`config.mk`:
```
export PLATFORM = sky130hd
export DESIGN_NAME = pem_monitor
export DESIGN_NICKNAME = d
export VERILOG_FILES = /design/src/common/pem_pkg.sv /design/src/rtl/pem_conv.sv /design/src/rtl/pem_monitor.sv
export VERILOG_INCLUDE_DIRS = /design/src /design/src/common
export SDC_FILE = /design/constraint.sdc
export NUM_CORES = 1
export LEC_CHECK = 0
export BUFFER_PORTS_ARGS = -buffer_cell sky130_fd_sc_hd__buf_2
export CELL_PAD_IN_SITES_DETAIL_PLACEMENT = 1
export CELL_PAD_IN_SITES_GLOBAL_PLACEMENT = 1
export CORE_MARGIN = 8
export CORE_UTILIZATION = 52
export DETAILED_ROUTE_END_ITERATION = 6
export PLACE_DENSITY_LB_ADDON = 0.12
export SYNTH_ARGS = -nofsm -noshare
export SYNTH_HDL_FRONTEND = slang
export SYNTH_SLANG_ARGS = --single-unit
```
`constraint.sdc`:
```
create_clock -name clk_i -period 13.2 [get_ports clk_i]
set_clock_uncertainty 0.05 [all_clocks]
set_input_delay 0.66 -clock clk_i [delete_from_list [all_inputs] [get_ports clk_i]]
set_output_delay 0.66 -clock clk_i [all_outputs]
set_load 0.02 [all_outputs]
```
`src/common/pem_consts.svh`:
```
// register offsets, reset values and timing counts of the power monitor
`ifndef PEM_CONSTS_SVH
`define PEM_CONSTS_SVH
`define PEM_A_CTRL 6'h00
`define PEM_A_SETUP 6'h01
`define PEM_A_ALERT 6'h02
`define PEM_A_STATUS 6'h03
`define PEM_A_VIN 6'h04
`define PEM_A_VOUT 6'h05
`define PEM_A_IOUT 6'h06
`define PEM_A_PWR 6'h07
`define PEM_A_PWR_WIDE 6'h08
`define PEM_A_EN_SHORT0 6'h09
`define PEM_A_EN_SHORT1 6'h0a
`define PEM_A_EN_WIDE0 6'h0b
`define PEM_A_EN_WIDE1 6'h0c
`define PEM_A_PK_IOUT 6'h0d
`define PEM_A_PK_VIN 6'h0e
`define PEM_A_PK_VOUT 6'h0f
`define PEM_A_PK_PWR 6'h10
`define PEM_A_VIN_OV 6'h11
`define PEM_A_VIN_UV 6'h12
`define PEM_A_VOUT_OV 6'h13
`define PEM_A_VOUT_UV 6'h14
`define PEM_A_IOUT_OC 6'h15
`define PEM_A_PWR_OP 6'h16
`define PEM_A_CLEAR 6'h17
`define PEM_OV_RESET 12'hfff
`define PEM_UV_RESET 12'h000
`define PEM_PWR_OP_RESET 16'h7fff
`define PEM_CUR_ZERO 12'h800
`define PEM_CONV_NS 1000
`define PEM_CLK_NS 20
`define PEM_CONV_CYC ((`PEM_CONV_NS) / (`PEM_CLK_NS))
`define PEM_NSTAT 6
`endif

```
`src/common/pem_pkg.sv`:
```
// types shared by the power energy monitor files
package pem_pkg;
   typedef enum logic [1:0] {PEM_PIN_GPO, PEM_PIN_ALERT, PEM_PIN_CMP} pem_pin_mode_t;
   typedef struct packed {
      logic [11:0] vin;
      logic [11:0] vout;
      logic [11:0] iout;
   } pem_sample_t;
   typedef struct packed {
      logic [23:0] acc;
      logic [15:0] roll;
      logic [23:0] cnt;
   } pem_energy_t;
endpackage

```
`src/rtl/pem_conv.sv`:
```
// sampling sequencer: paces conversions and averages the adc codes
`include "pem_consts.svh"
module pem_conv (
   input wire logic clk_i,
   input wire logic rst_i,
   input wire logic start_i,
   input wire logic stop_i,
   input wire logic continuous_i,
   input wire logic vout_en_i,
   input wire logic [1:0] avg_i,
   input wire pem_pkg::pem_sample_t adc_i,
   output logic busy_o,
   output logic done_o,
   output pem_pkg::pem_sample_t avg_o
);
   logic [$clog2(`PEM_CONV_CYC+1)-1:0] tick;
   logic [3:0] nsamp;
   logic [15:0] sum_vin;
   logic [15:0] sum_vout;
   logic [15:0] sum_iout;
   logic last;
   assign last = nsamp == ((4'h1 << avg_i) - 4'h1);

   // pacing of one conversion per tick, averaging over 1,2,4 or 8 codes
   always_ff @(posedge clk_i)
   begin
      done_o <= 1'b0;
      if (rst_i || stop_i)
      begin
         busy_o <= 1'b0;
         tick <= '0;
         nsamp <= 4'h0;
         sum_vin <= 16'h0000;
         sum_vout <= 16'h0000;
         sum_iout <= 16'h0000;
      end
      else if (!busy_o)
      begin
         busy_o <= start_i;
      end
      else if (tick != ($clog2(`PEM_CONV_CYC+1))'(`PEM_CONV_CYC - 1))
      begin
         tick <= tick + 1'b1;
      end
      else
      begin
         tick <= '0;
         if (last)
         begin
            // shift divides by the power-of-two sample count
            avg_o.vin <= 12'((sum_vin + {4'h0, adc_i.vin}) >> avg_i);
            avg_o.iout <= 12'((sum_iout + {4'h0, adc_i.iout}) >> avg_i);
            avg_o.vout <= vout_en_i ? 12'((sum_vout + {4'h0, adc_i.vout}) >> avg_i) : 12'h000;
            done_o <= 1'b1;
            nsamp <= 4'h0;
            sum_vin <= 16'h0000;
            sum_vout <= 16'h0000;
            sum_iout <= 16'h0000;
            busy_o <= continuous_i;
         end
         else
         begin
            nsamp <= nsamp + 4'h1;
            sum_vin <= sum_vin + {4'h0, adc_i.vin};
            sum_vout <= sum_vout + {4'h0, adc_i.vout};
            sum_iout <= sum_iout + {4'h0, adc_i.iout};
         end
      end
   end
endmodule // pem_conv

```
`src/rtl/pem_monitor.sv`:
```
// power and energy monitor with status, peaks and alert pin behind wishbone
// What this block does
// - clear command drops each latched status bit whose condition has ended.
// - a condition still present sets its status bit again right after clearing.
// - status bits latch when set and hold until a clear command.
// - alert pin offers general output, alert and comparator modes.
// - comparator mode drives the pin from selected value against its threshold.
// - alert mask bits pick alerting status bits; a separate select picks the comparator condition.
// - general output mode ignores masks; pin follows software only.
// - setup selects single/continuous, vout enable, input range, averaging.
// - sampling starts from a hardware input or the run command.
// - input voltage always sampled, output voltage only when enabled.
// - 12-bit vin times non-negative 12-bit current gives 24-bit power.
// - wide power read gives 24 bits, normal read upper 16, MSB zero.
// - each power value adds into a 24-bit accumulator, MSB kept zero.
// - accumulator wrap increments a 16-bit wrapping rollover counter.
// - 24-bit sample counter counts each accumulated power value.
// - short energy read: upper 16 accumulator, low 8 rollover, 24 count.
// - wide energy read: 24 accumulator, 16 rollover, 24 count bits.
// - peaks hold maxima since clear, update per averaged result; zero write clears.
// - warnings trigger only on strictly above or strictly below thresholds.
// - thresholds reset to min/max scale so no warning asserts by default.
//
// The register offsets and the Wishbone register port were chosen for this implementation.
`include "pem_consts.svh"
module pem_monitor (
   input wire logic clk_i,
   input wire logic rst_i,
   input wire logic [7:0] adr_i,
   input wire logic [31:0] dat_i,
   output logic [31:0] dat_o,
   input wire logic we_i,
   input wire logic [3:0] sel_i,
   input wire logic cyc_i,
   input wire logic stb_i,
   output logic ack_o,
   output logic err_o,
   input wire logic hw_start_i,
   input wire pem_pkg::pem_sample_t adc_i,
   output logic range_high_o,
   output logic multipurpose_alert_pin_o
);
   // setup and control
   logic continuous;
   logic vout_en;
   logic range_high;
   logic [1:0] avg;
   logic sw_start;
   logic sw_stop;
   pem_pkg::pem_pin_mode_t pin_mode;
   logic gpo_level;
   logic [`PEM_NSTAT-1:0] alert_mask;
   logic [2:0] cmp_sel;
   // thresholds
   logic [11:0] vin_ov;
   logic [11:0] vin_uv;
   logic [11:0] vout_ov;
   logic [11:0] vout_uv;
   logic [11:0] iout_oc;
   logic [15:0] pwr_op;
   // measurements
   pem_pkg::pem_sample_t meas;
   logic [23:0] pwr_wide;
   pem_pkg::pem_energy_t en;
   logic [11:0] pk_iout;
   logic [11:0] pk_vin;
   logic [11:0] pk_vout;
   logic [15:0] pk_pwr;
   logic [`PEM_NSTAT-1:0] status;
   logic [`PEM_NSTAT-1:0] cond;
   logic [`PEM_NSTAT-1:0] next_status;
   logic hw_meta;
   logic hw_sync;
   logic hw_prev;
   logic busy;
   logic done;
   logic pwr_valid;
   pem_pkg::pem_sample_t avg_s;
   logic bus_wr;
   logic bus_rd;
   logic clear_cmd;
   logic map_hit;
   logic [31:0] rd_word;
   logic [11:0] cur_pos;
   logic [23:0] next_pwr;
   logic [24:0] acc_sum;
   logic [15:0] pwr_norm;

   // positive part of offset-binary current; negative gives no power
   function automatic logic [11:0] pos_current(input logic [11:0] code);
      pos_current = code > `PEM_CUR_ZERO ? 12'(code - `PEM_CUR_ZERO) : 12'h000;
   endfunction

   // strictly-above test shared by warnings and peak tracking
   function automatic logic above(input logic [15:0] v, input logic [15:0] lim);
      above = v > lim;
   endfunction

   assign bus_wr = cyc_i && stb_i && we_i && !ack_o && !err_o && sel_i == 4'hf;
   assign bus_rd = cyc_i && stb_i && !we_i && !ack_o && !err_o;
   assign clear_cmd = bus_wr && adr_i[7:2] == `PEM_A_CLEAR;
   assign cur_pos = pos_current(meas.iout);
   assign next_pwr = {1'b0, 23'(meas.vin * cur_pos)};
   assign pwr_norm = pwr_wide[23:8];
   assign acc_sum = {1'b0, en.acc} + {1'b0, pwr_wide};

   // hardware start pin synchronised, rising edge taken as a start
   always_ff @(posedge clk_i)
   begin
      if (rst_i)
      begin
         hw_meta <= 1'b0;
         hw_sync <= 1'b0;
         hw_prev <= 1'b0;
      end
      else
      begin
         hw_meta <= hw_start_i;
         hw_sync <= hw_meta;
         hw_prev <= hw_sync;
      end
   end

   pem_conv u_conv (
      .clk_i(clk_i),
      .rst_i(rst_i),
      .start_i(sw_start || (hw_sync && !hw_prev)),
      .stop_i(sw_stop),
      .continuous_i(continuous),
      .vout_en_i(vout_en),
      .avg_i(avg),
      .adc_i(adc_i),
      .busy_o(busy),
      .done_o(done),
      .avg_o(avg_s)
   );

   // software registers; start and stop are one-cycle strobes
   always_ff @(posedge clk_i)
   begin
      sw_start <= 1'b0;
      sw_stop <= 1'b0;
      if (rst_i)
      begin
         continuous <= 1'b0;
         vout_en <= 1'b0;
         range_high <= 1'b1;
         avg <= 2'h0;
         pin_mode <= pem_pkg::PEM_PIN_ALERT;
         gpo_level <= 1'b0;
         alert_mask <= '0;
         cmp_sel <= 3'h0;
         vin_ov <= `PEM_OV_RESET;
         vin_uv <= `PEM_UV_RESET;
         vout_ov <= `PEM_OV_RESET;
         vout_uv <= `PEM_UV_RESET;
         iout_oc <= `PEM_OV_RESET;
         pwr_op <= `PEM_PWR_OP_RESET;
      end
      else if (bus_wr)
      begin
         unique case (adr_i[7:2])
            `PEM_A_CTRL:
            begin
               sw_start <= dat_i[0];
               sw_stop <= dat_i[1];
            end
            `PEM_A_SETUP:
            begin
               // changes while busy may give spurious data; host stops first
               continuous <= dat_i[0];
               vout_en <= dat_i[1];
               range_high <= dat_i[2];
               avg <= dat_i[5:4];
            end
            `PEM_A_ALERT:
            begin
               pin_mode <= dat_i[1:0] == 2'h0 ? pem_pkg::PEM_PIN_GPO :
                  dat_i[1:0] == 2'h2 ? pem_pkg::PEM_PIN_CMP : pem_pkg::PEM_PIN_ALERT;
               gpo_level <= dat_i[2];
               cmp_sel <= dat_i[6:4];
               alert_mask <= dat_i[8 +: `PEM_NSTAT];
            end
            `PEM_A_VIN_OV: vin_ov <= dat_i[11:0];
            `PEM_A_VIN_UV: vin_uv <= dat_i[11:0];
            `PEM_A_VOUT_OV: vout_ov <= dat_i[11:0];
            `PEM_A_VOUT_UV: vout_uv <= dat_i[11:0];
            `PEM_A_IOUT_OC: iout_oc <= dat_i[11:0];
            `PEM_A_PWR_OP: pwr_op <= dat_i[15:0];
            default:;
         endcase
      end
   end

   // latest averaged sample and its power one cycle later
   always_ff @(posedge clk_i)
   begin
      if (rst_i)
      begin
         meas <= '0;
         pwr_valid <= 1'b0;
      end
      else
      begin
         pwr_valid <= done;
         if (done)
         begin
            meas <= avg_s;
         end
      end
   end

   always_ff @(posedge clk_i)
   begin
      if (rst_i)
      begin
         pwr_wide <= 24'h000000;
      end
      else if (pwr_valid)
      begin
         pwr_wide <= next_pwr;
      end
   end

   // energy: acc sees power the cycle after it is computed
   logic acc_go;
   always_ff @(posedge clk_i)
   begin
      if (rst_i)
      begin
         acc_go <= 1'b0;
         en <= '0;
      end
      else
      begin
         acc_go <= pwr_valid;
         if (acc_go)
         begin
            en.acc <= {1'b0, acc_sum[22:0]};
            if (acc_sum[23])
            begin
               en.roll <= en.roll + 16'h0001;
            end
            en.cnt <= en.cnt + 24'h000001;
         end
      end
   end

   // peaks; a zero write to a peak clears it, and the write wins
   always_ff @(posedge clk_i)
   begin
      if (rst_i)
      begin
         pk_iout <= 12'h000;
         pk_vin <= 12'h000;
         pk_vout <= 12'h000;
         pk_pwr <= 16'h0000;
      end
      else
      begin
         if (bus_wr && adr_i[7:2] == `PEM_A_PK_IOUT && dat_i == 32'h0)
            pk_iout <= 12'h000;
         else if (done && above({4'h0, avg_s.iout}, {4'h0, pk_iout}))
            pk_iout <= avg_s.iout;
         if (bus_wr && adr_i[7:2] == `PEM_A_PK_VIN && dat_i == 32'h0)
            pk_vin <= 12'h000;
         else if (done && above({4'h0, avg_s.vin}, {4'h0, pk_vin}))
            pk_vin <= avg_s.vin;
         if (bus_wr && adr_i[7:2] == `PEM_A_PK_VOUT && dat_i == 32'h0)
            pk_vout <= 12'h000;
         else if (done && above({4'h0, avg_s.vout}, {4'h0, pk_vout}))
            pk_vout <= avg_s.vout;
         if (bus_wr && adr_i[7:2] == `PEM_A_PK_PWR && dat_i == 32'h0)
            pk_pwr <= 16'h0000;
         else if (acc_go && above(pwr_norm, pk_pwr))
            pk_pwr <= pwr_norm;
      end
   end

   // live conditions: vin ov, vin uv, vout ov, vout uv, iout oc, power op
   always_comb
   begin
      cond[0] = above({4'h0, meas.vin}, {4'h0, vin_ov});
      cond[1] = above({4'h0, vin_uv}, {4'h0, meas.vin});
      cond[2] = vout_en && above({4'h0, meas.vout}, {4'h0, vout_ov});
      cond[3] = vout_en && above({4'h0, vout_uv}, {4'h0, meas.vout});
      cond[4] = above({4'h0, cur_pos}, {4'h0, iout_oc});
      cond[5] = above(pwr_norm, pwr_op);
   end

   // clear drops bits, live condition sets them again in the same edge
   always_comb
   begin
      next_status = clear_cmd ? '0 : status;
      next_status = next_status | cond;
   end

   always_ff @(posedge clk_i)
   begin
      if (rst_i)
      begin
         status <= '0;
      end
      else
      begin
         status <= next_status;
      end
   end

   // pin drive; gpo ignores masks entirely
   always_ff @(posedge clk_i)
   begin
      if (rst_i)
      begin
         multipurpose_alert_pin_o <= 1'b0;
      end
      else
      begin
         unique case (pin_mode)
            pem_pkg::PEM_PIN_GPO: multipurpose_alert_pin_o <= gpo_level;
            pem_pkg::PEM_PIN_ALERT: multipurpose_alert_pin_o <= |(status & alert_mask);
            // selects 6 and 7 name no condition, so the pin reads low there
            pem_pkg::PEM_PIN_CMP: multipurpose_alert_pin_o <= (cmp_sel < 3'h6) && cond[cmp_sel];
         endcase
      end
   end

   // read mux
   always_comb
   begin
      map_hit = 1'b1;
      unique case (adr_i[7:2])
         `PEM_A_CTRL: rd_word = {31'h0, busy};
         `PEM_A_SETUP: rd_word = {26'h0, avg, 1'b0, range_high, vout_en, continuous};
         `PEM_A_ALERT: rd_word = {18'h0, alert_mask, 1'b0, cmp_sel, 1'b0, gpo_level, pin_mode};
         `PEM_A_STATUS: rd_word = {26'h0, status};
         `PEM_A_VIN: rd_word = {20'h0, meas.vin};
         `PEM_A_VOUT: rd_word = {20'h0, meas.vout};
         `PEM_A_IOUT: rd_word = {20'h0, meas.iout};
         `PEM_A_PWR: rd_word = {16'h0, pwr_norm};
         `PEM_A_PWR_WIDE: rd_word = {8'h0, pwr_wide};
         `PEM_A_EN_SHORT0: rd_word = {en.acc[23:8], en.roll[7:0], 8'h0};
         `PEM_A_EN_SHORT1: rd_word = {8'h0, en.cnt};
         // 64 bits packed tight so no count bit is lost
         `PEM_A_EN_WIDE0: rd_word = {en.roll, en.acc[23:8]};
         `PEM_A_EN_WIDE1: rd_word = {en.acc[7:0], en.cnt};
         `PEM_A_PK_IOUT: rd_word = {20'h0, pk_iout};
         `PEM_A_PK_VIN: rd_word = {20'h0, pk_vin};
         `PEM_A_PK_VOUT: rd_word = {20'h0, pk_vout};
         `PEM_A_PK_PWR: rd_word = {16'h0, pk_pwr};
         `PEM_A_VIN_OV: rd_word = {20'h0, vin_ov};
         `PEM_A_VIN_UV: rd_word = {20'h0, vin_uv};
         `PEM_A_VOUT_OV: rd_word = {20'h0, vout_ov};
         `PEM_A_VOUT_UV: rd_word = {20'h0, vout_uv};
         `PEM_A_IOUT_OC: rd_word = {20'h0, iout_oc};
         `PEM_A_PWR_OP: rd_word = {16'h0, pwr_op};
         `PEM_A_CLEAR: rd_word = 32'h0;
         default:
         begin
            rd_word = 32'h0;
            map_hit = 1'b0;
         end
      endcase
   end

   // one-wait-state slave: ack or err the edge after request, dropped next
   always_ff @(posedge clk_i)
   begin
      if (rst_i)
      begin
         ack_o <= 1'b0;
         err_o <= 1'b0;
         dat_o <= 32'h0;
         range_high_o <= 1'b1;
      end
      else
      begin
         range_high_o <= range_high;
         ack_o <= (bus_rd && map_hit) || (bus_wr && map_hit);
         err_o <= (bus_rd && !map_hit) || (cyc_i && stb_i && we_i && !ack_o && !err_o
            && (!map_hit || sel_i != 4'hf));
         dat_o <= bus_rd ? rd_word : 32'h0;
      end
   end

   // status bit stays set while nothing clears it
   property p_latch;
      @(posedge clk_i) disable iff (rst_i)
      ($past(status[0]) && !$past(clear_cmd)) |-> status[0];
   endproperty
   a_latch: assert property (p_latch) else $error("status bit lost without clear");
   property p_clear;
      @(posedge clk_i) disable iff (rst_i)
      (clear_cmd && !cond[1]) |=> !status[1];
   endproperty
   a_clear: assert property (p_clear) else $error("clear did not drop ended bit");
   property p_reset_live;
      @(posedge clk_i) disable iff (rst_i)
      (clear_cmd && cond[4]) |=> status[4];
   endproperty
   a_reset_live: assert property (p_reset_live) else $error("live bit not reset");
   property p_gpo;
      @(posedge clk_i) disable iff (rst_i)
      (pin_mode == pem_pkg::PEM_PIN_GPO) |=> multipurpose_alert_pin_o == $past(gpo_level);
   endproperty
   a_gpo: assert property (p_gpo) else $error("gpo pin not software driven");
   property p_cnt;
      @(posedge clk_i) disable iff (rst_i)
      acc_go |=> en.cnt == $past(en.cnt) + 24'h000001;
   endproperty
   a_cnt: assert property (p_cnt) else $error("sample counter missed");
   property p_msb;
      @(posedge clk_i) disable iff (rst_i)
      !en.acc[23] && !pwr_wide[23];
   endproperty
   a_msb: assert property (p_msb) else $error("msb not zero");
   property p_roll;
      @(posedge clk_i) disable iff (rst_i)
      (acc_go && acc_sum[23]) |=> en.roll == $past(en.roll) + 16'h0001;
   endproperty
   a_roll: assert property (p_roll) else $error("rollover not counted");
   property p_neg;
      @(posedge clk_i) disable iff (rst_i)
      (pwr_valid && meas.iout <= `PEM_CUR_ZERO) |=> pwr_wide == 24'h000000;
   endproperty
   a_neg: assert property (p_neg) else $error("negative current gave power");
   property p_strict;
      @(posedge clk_i) disable iff (rst_i)
      (meas.vin == vin_ov) |-> !cond[0];
   endproperty
   a_strict: assert property (p_strict) else $error("equality triggered warning");
endmodule // pem_monitor
```
Word level (Yosys, flattened, before mapping)

Index checks and enable logic that the tools add are counted.

Output and inout port bits: 36
Register bits: 411
Input port bits: 86
Word-level logic and storage cells: 195

Multiply operators: 1
Order comparisons: 13
Bitwise operators: 8
Reductions and logical operators: 63
Eq/ne operators: 30
Shifts and indexed selects: 4
Add/sub/neg operators: 10
Multiplexer cells: 18

Operator list:

| kind                                                                   | number |
|---|---|
| 32-bit case mux with 23 select lines                                   | 1 |
| 12-bit greater-than comparator                                         | 8 |
| 16-bit by 12-bit adder with 16-bit output                              | 3 |
| 6-bit by 4-bit equality test with 1-bit output (second input constant) | 8 |
| 6-bit by 5-bit equality test with 1-bit output (second input constant) | 8 |
| 16-bit two-way mux                                                     | 3 |
| 16-bit by 2-bit >> shifter with 12-bit output                          | 3 |
| 32-bit logical NOT                                                     | 1 |
| 1-bit logical AND                                                      | 29 |
| 23-bit by 23-bit adder with 24-bit output                              | 1 |
| 24-bit by 1-bit adder with 24-bit output (second input constant)       | 1 |
| 6-bit by 3-bit equality test with 1-bit output (second input constant) | 4 |
| 24-bit OR reduction                                                    | 1 |
| 12-bit by 12-bit multiplier with 23-bit output                         | 1 |
| 2-bit AND reduction                                                    | 10 |
| 16-bit by 1-bit adder with 16-bit output (second input constant)       | 1 |
| 15-bit by 16-bit greater-than comparator with 1-bit output             | 1 |
| 15-bit greater-than comparator                                         | 1 |
| 6-bit by 2-bit equality test with 1-bit output (second input constant) | 2 |
| 12-bit greater-than comparator (second input constant)                 | 1 |
| 12-bit two-way mux                                                     | 1 |
| 6-bit two-way mux                                                      | 2 |
| 12-bit subtractor (second input constant)                              | 1 |
| 2-bit OR reduction                                                     | 5 |
| other kinds (28)                                                       | 50 |

Depth between registers and ports, before layout

Word-level depth: 8
Depth in mapped cells: 23
Mapped depth without buffers: 21

Hierarchy

Synthesis repeated with hierarchy kept, for this count alone.

Cells, all modules: 3171
Area, all modules: 27627.7 um2

By module, submodules not included:

| module      | sequential area each (um2) | cells each | area an instance (um2) | times used |
|---|---|---|---|---|
| pem_monitor | 6306.0                     | 2545       | 21745.9                | 1 |
| pem_conv    | 2222.1                     | 626        | 5881.9                 | 1 |

Worst setup path before layout

No wires, ideal clock.

Path type: reg-to-reg
Start point: register meas[11] (netlist bit)
End point: register pwr_wide[22]
Slack: 7.261 ns
Required time: 13.080 ns
Arrival: 5.819 ns
Period minus slack after synthesis: 5.939 ns
Setup time: 0.070 ns
Stages on the path, launching flop included: 21
Buffers on the path: 2
Path through: dfxtp_1 > clkbuf_1 > and2_1 > clkbuf_1 > nand2_1 > fa_1 > fa_1 > inv_1 > fa_1 > fa_1 > inv_1 > fa_1 > inv_1 > ha_1 > a21o_1 > a21o_1 > a221o_1 > a2111o_1 > a31oi_1 > mux2_2 > a21oi_1

Longest elaborated chain between the ends: 3
Elaborated cells on any way between the ends: 4
Classes of those cells: add/sub: 1; mul: 1; order compare: 1; mux: 1

RTL lines:

| what                                                                                 | RTL line           | RTL |
|---|---|---|
| start, declared                                                                      | pem_monitor.sv:62  | `pem_pkg::pem_sample_t meas;` |
| start signal, assigned                                                               | pem_monitor.sv:208 | `meas <= avg_s;` |
| 12-bit subtractor (no source line) or 12-bit greater-than comparator (tied branches) | -                  |  |
| 12-bit two-way mux *                                                                 | pem_monitor.sv:91  | `` pos_current = code > `PEM_CUR_ZERO ? 12'(code - `PEM_CUR_ZERO) : 12'h000; `` |
| 12-bit by 12-bit multiplier with 23-bit output *                                     | pem_monitor.sv:103 | `assign next_pwr = {1'b0, 23'(meas.vin * cur_pos)};` |
| end signal, assigned                                                                 | pem_monitor.sv:221 | `pwr_wide <= next_pwr;` |
| end, declared                                                                        | pem_monitor.sv:63  | `logic [23:0] pwr_wide;` |

Mark *: on every way between the ends. The rest lies on a longest branch, timed or not.
A chain may end at the register's enable or synchronous reset.

Worst setup path in the final report

Same ends and word-level chain as after synthesis.

==> summary.txt <==
Outcome
  – Status: finished clean

Timing
  – Min Tclk post-route: about 7.5 ns
  – Period utilisation layout: 56.9%
  – RSZ-0062 raised after global routing: no
  – Worst slew margin: between 10% and 20%
  – Final Hold Vio Count: 0
  – Final Max Tran Viols: 0
  – Setup TNS: 0 ns
  – Final worst slack: around 5.7 ns
  – Fmax: 0.133 GHz
  – Final setup viols: 0
  – Worst Tran Pin Value: 1.33 ns

Route
  – WL final: 103000 um
  – Avg Vias per Cell: 6.37
  – # DRC: 0
  – DR pass1 iterations: 6
  – Drt initial violations: 1914
  – Detail Route Antenna Nets: 0
  – Vias: 25200
  – WL per Instance: roughly 26 um

CTS
  – Clock root cell: clkbuf_16
  – TritonCTS sink count: 408
  – H-tree depth: 2
  – Post-CTS setup buffers: 0
  – CTS Buffer Depth: 3
  – Post-CTS resize count: 0
  – CTS buffer count: 49
  – Clock latency on the worst-skew pair: between 0.6 and 0.7 ns
  – Worst-path clk slew: 0.06 ns
  – CTS tree: built
  – Post-CTS Hold Buffers: 0

Global routing
  – Gr ovfl total: 0
  – Total GRT Usage: 33.1%
  – Largest net degree at the start of global routing: 75
  – First-pass GRT wire length: 157000 um
  – Number of global-route vias before repair: 26900
  – Initial antenna violation count: 4

Yosys
  – Syn avg cell area: roughly 8.7 um2
  – Mapped Cells: 3179
  – Synth Flop Type: dfxtp_1
  – Post-synthesis async set-or-reset flop share: 0%
  – Number of synthesized flops with an enable pin: 36
  – Yosys warns: 0
  – Sequential fraction of the synthesis area: 30.8%
  – Post-Synthesis Cell Area: 27700 um2
  – Netlist cell types: 90
  – Yosys reg bits: 408

Layout
  – Layout area overhead: 11.0%
  – # nets final: 3664
  – Final core utilization: 58.4%
  – Fin cells: 3952
  – Share of cells above drive strength 1: 9.38%

Die
  – Die height: 247 um
  – Core Region: 52600 um2
  – Top Ports: approximately 120
  – Die area: 60800 um2
  – Die width: 247 um
  – Initial Util: 52.6%
  – Cell Rows: 84

Placement
  – Detailed placer's ending HPWL: roughly 76000 um
  – Dpl cells: 3859
  – Port buffer count: ~120
  – Global placer's final weighted congestion: slightly above 1
  – Pre-CTS WS: roughly 5.8 ns

Worst setup path
  – Crit-path max FO: 35
  – CP Capture Type: flip-flop
  – Worst EP required: 13.67 ns
  – CP Class: flip-flop to flip-flop
  – Crit path launch type: flip-flop
  – Worst EP arrival: 7.99 ns

Run
  – Max-cap violations: 0

Pwr
  – Worst vdd ir: around 88 uV
  – Pwr dens: 95.2 nW/um2
  – Total power: approximately 2.9 mW
  – Leakage Power: 13.0 nW

Hold path
  – Hold Crit Class: input pin to flip-flop
sequential cells by signal, summed over array words and instances (netlist names), 16 cells and up:
| register | flops |
|---|---|
| dat_o | 32 |
| u_conv.avg_o | 36 |
| pwr_op | 16 |
| pwr_wide | 23 |
| meas | 36 |
| en | 63 |
stage by stage:
stage | area, um2 | hold slack [ns]
2_1_floorplan | 27700 | 0.364
3_3_place_gp | 28800 | 0.382
3_5_place_dp | 28800 | 0.404
4_1_cts | 30700 | 0.256
5_1_grt | 30700 | 0.262
6_report | 30700 | 0.260
cell usage after synthesis, types with 30 or more instances:
master | instances | share of area [%]
nor2b_1 | 32 | 0.72
a21boi_0 | 41 | 1.1
nor3_1 | 38 | 0.69
nand4_1 | 47 | 1.1
nor2_1 | 230 | 3.1
xor2_1 | 30 | 0.95
a22oi_1 | 63 | 1.7
inv_1 | 301 | 4.1
a21oi_1 | 141 | 2.6
ha_1 | 251 | 11
and3_1 | 74 | 1.7
nand3_1 | 79 | 1.4
mux2i_1 | 141 | 5.1
o21ai_0 | 101 | 1.8
edfxtp_1 | 36 | 3.9
fa_1 | 103 | 7.5
clkbuf_1 | 142 | 1.9
a21o_1 | 59 | 1.6
dfxtp_1 | 372 | 27
nand2_1 | 332 | 4.5
a22o_1 | 69 | 2.2
xnor2_1 | 68 | 2.2
a221oi_1 | 38 | 1.2
o211ai_1 | 53 | 1.4
placed cells by master, fill, tap and decap left out, types with 50 or more instances in the layout:
cell,n
fa_1,103
and3_1,74
a21o_1,59
o21ai_0,101
clkbuf_16,50
ha_1,251
mux2i_1,141
xnor2_1,68
a21oi_1,139
a22oi_1,63
dfxtp_1,369
nand2_1,332
a22o_1,69
o211ai_1,53
nand3_1,79
buf_2,120
nor2_1,227
inv_1,300
final timing paths:
path	slack, ns	from	to	cells after the start
worst max-delay path	5.69	meas[11]$_SDFFE_PP0P_	pwr_wide[22]$_SDFFE_PP0P_	19
worst min-delay path	0.26	hw_start_i	hw_meta$_SDFF_PP0_	2
worst max register to register	5.69	meas[11]$_SDFFE_PP0P_	pwr_wide[22]$_SDFFE_PP0P_	19
worst min register to register	0.41	u_conv.sum_vin[2]$_SDFFE_PP0P_	u_conv.sum_vin[2]$_SDFFE_PP0P_	2
worst max-delay path, cell delays in order (launching register included):
cell and delay [ns]:
dfxtp_1 1.06, buf_4 0.45, and2_1 0.54, nand2_1 0.16, fa_1 0.54, fa_1 0.52
inv_1 0.05, fa_1 0.47, fa_1 0.55, inv_1 0.06, fa_1 0.53, inv_1 0.05
ha_1 0.37, a21o_1 0.21, a21o_1 0.20, a221o_1 0.45, a2111o_1 0.48, a31oi_1 0.22
mux2_2 0.35, a21oi_1 0.13
layer usage:
metal / vias up / wire length (um) / GRT usage [%]
met3: 332 / 7300 / 5.87
li1: 11300 / - / -
met5: - / 27 / 0
met4: 4 / 5980 / 17.3
met2: 994 / 48700 / 56.0
met1: 12600 / 40600 / 40.0
report_power, final:
group	internal, mW	leakage [nW]	switching (mW)
Combinational	0.0379	8.79	0.0826
Clock	0.960	0.900	0.591
Sequential	1.25	3.33	0.00131
Total	2.25	13.0	0.675
layout make-up:
cell class                      count  area (um2)
Sequential cell                   408        8530
Inverter                          302        1130
Timing Repair Buffer              161         912
Antenna cell                        1        2.50
Clock buffer                       61        1380
Fill cell                        6147       21900
Multi-Input combinational cell   2302       17400
Tap cell                          688         861
Clock inverter                     29         458
logic make-up (layout without fill, tap and decap cells):
| kind of cell | count (synthesis) | count (layout) | synth area share (%) |
|---|---|---|---|
| XOR/XNOR | 98 | 98 | 3.10 |
| AO/OA/AOI/OAI | 741 | 741 | 18.9 |
| adder cells (fa/ha/maj) | 354 | 354 | 18.8 |
| flip-flops | 408 | 408 | 30.8 |
| multiplexers | 153 | 153 | 5.67 |
| other | 2 | 13 | 0.0272 |
| AND/OR/NAND/NOR | 944 | 944 | 16.1 |
| buffers and inverters | 479 | 553 | 6.60 |
(Power assumes the default switching activity.)
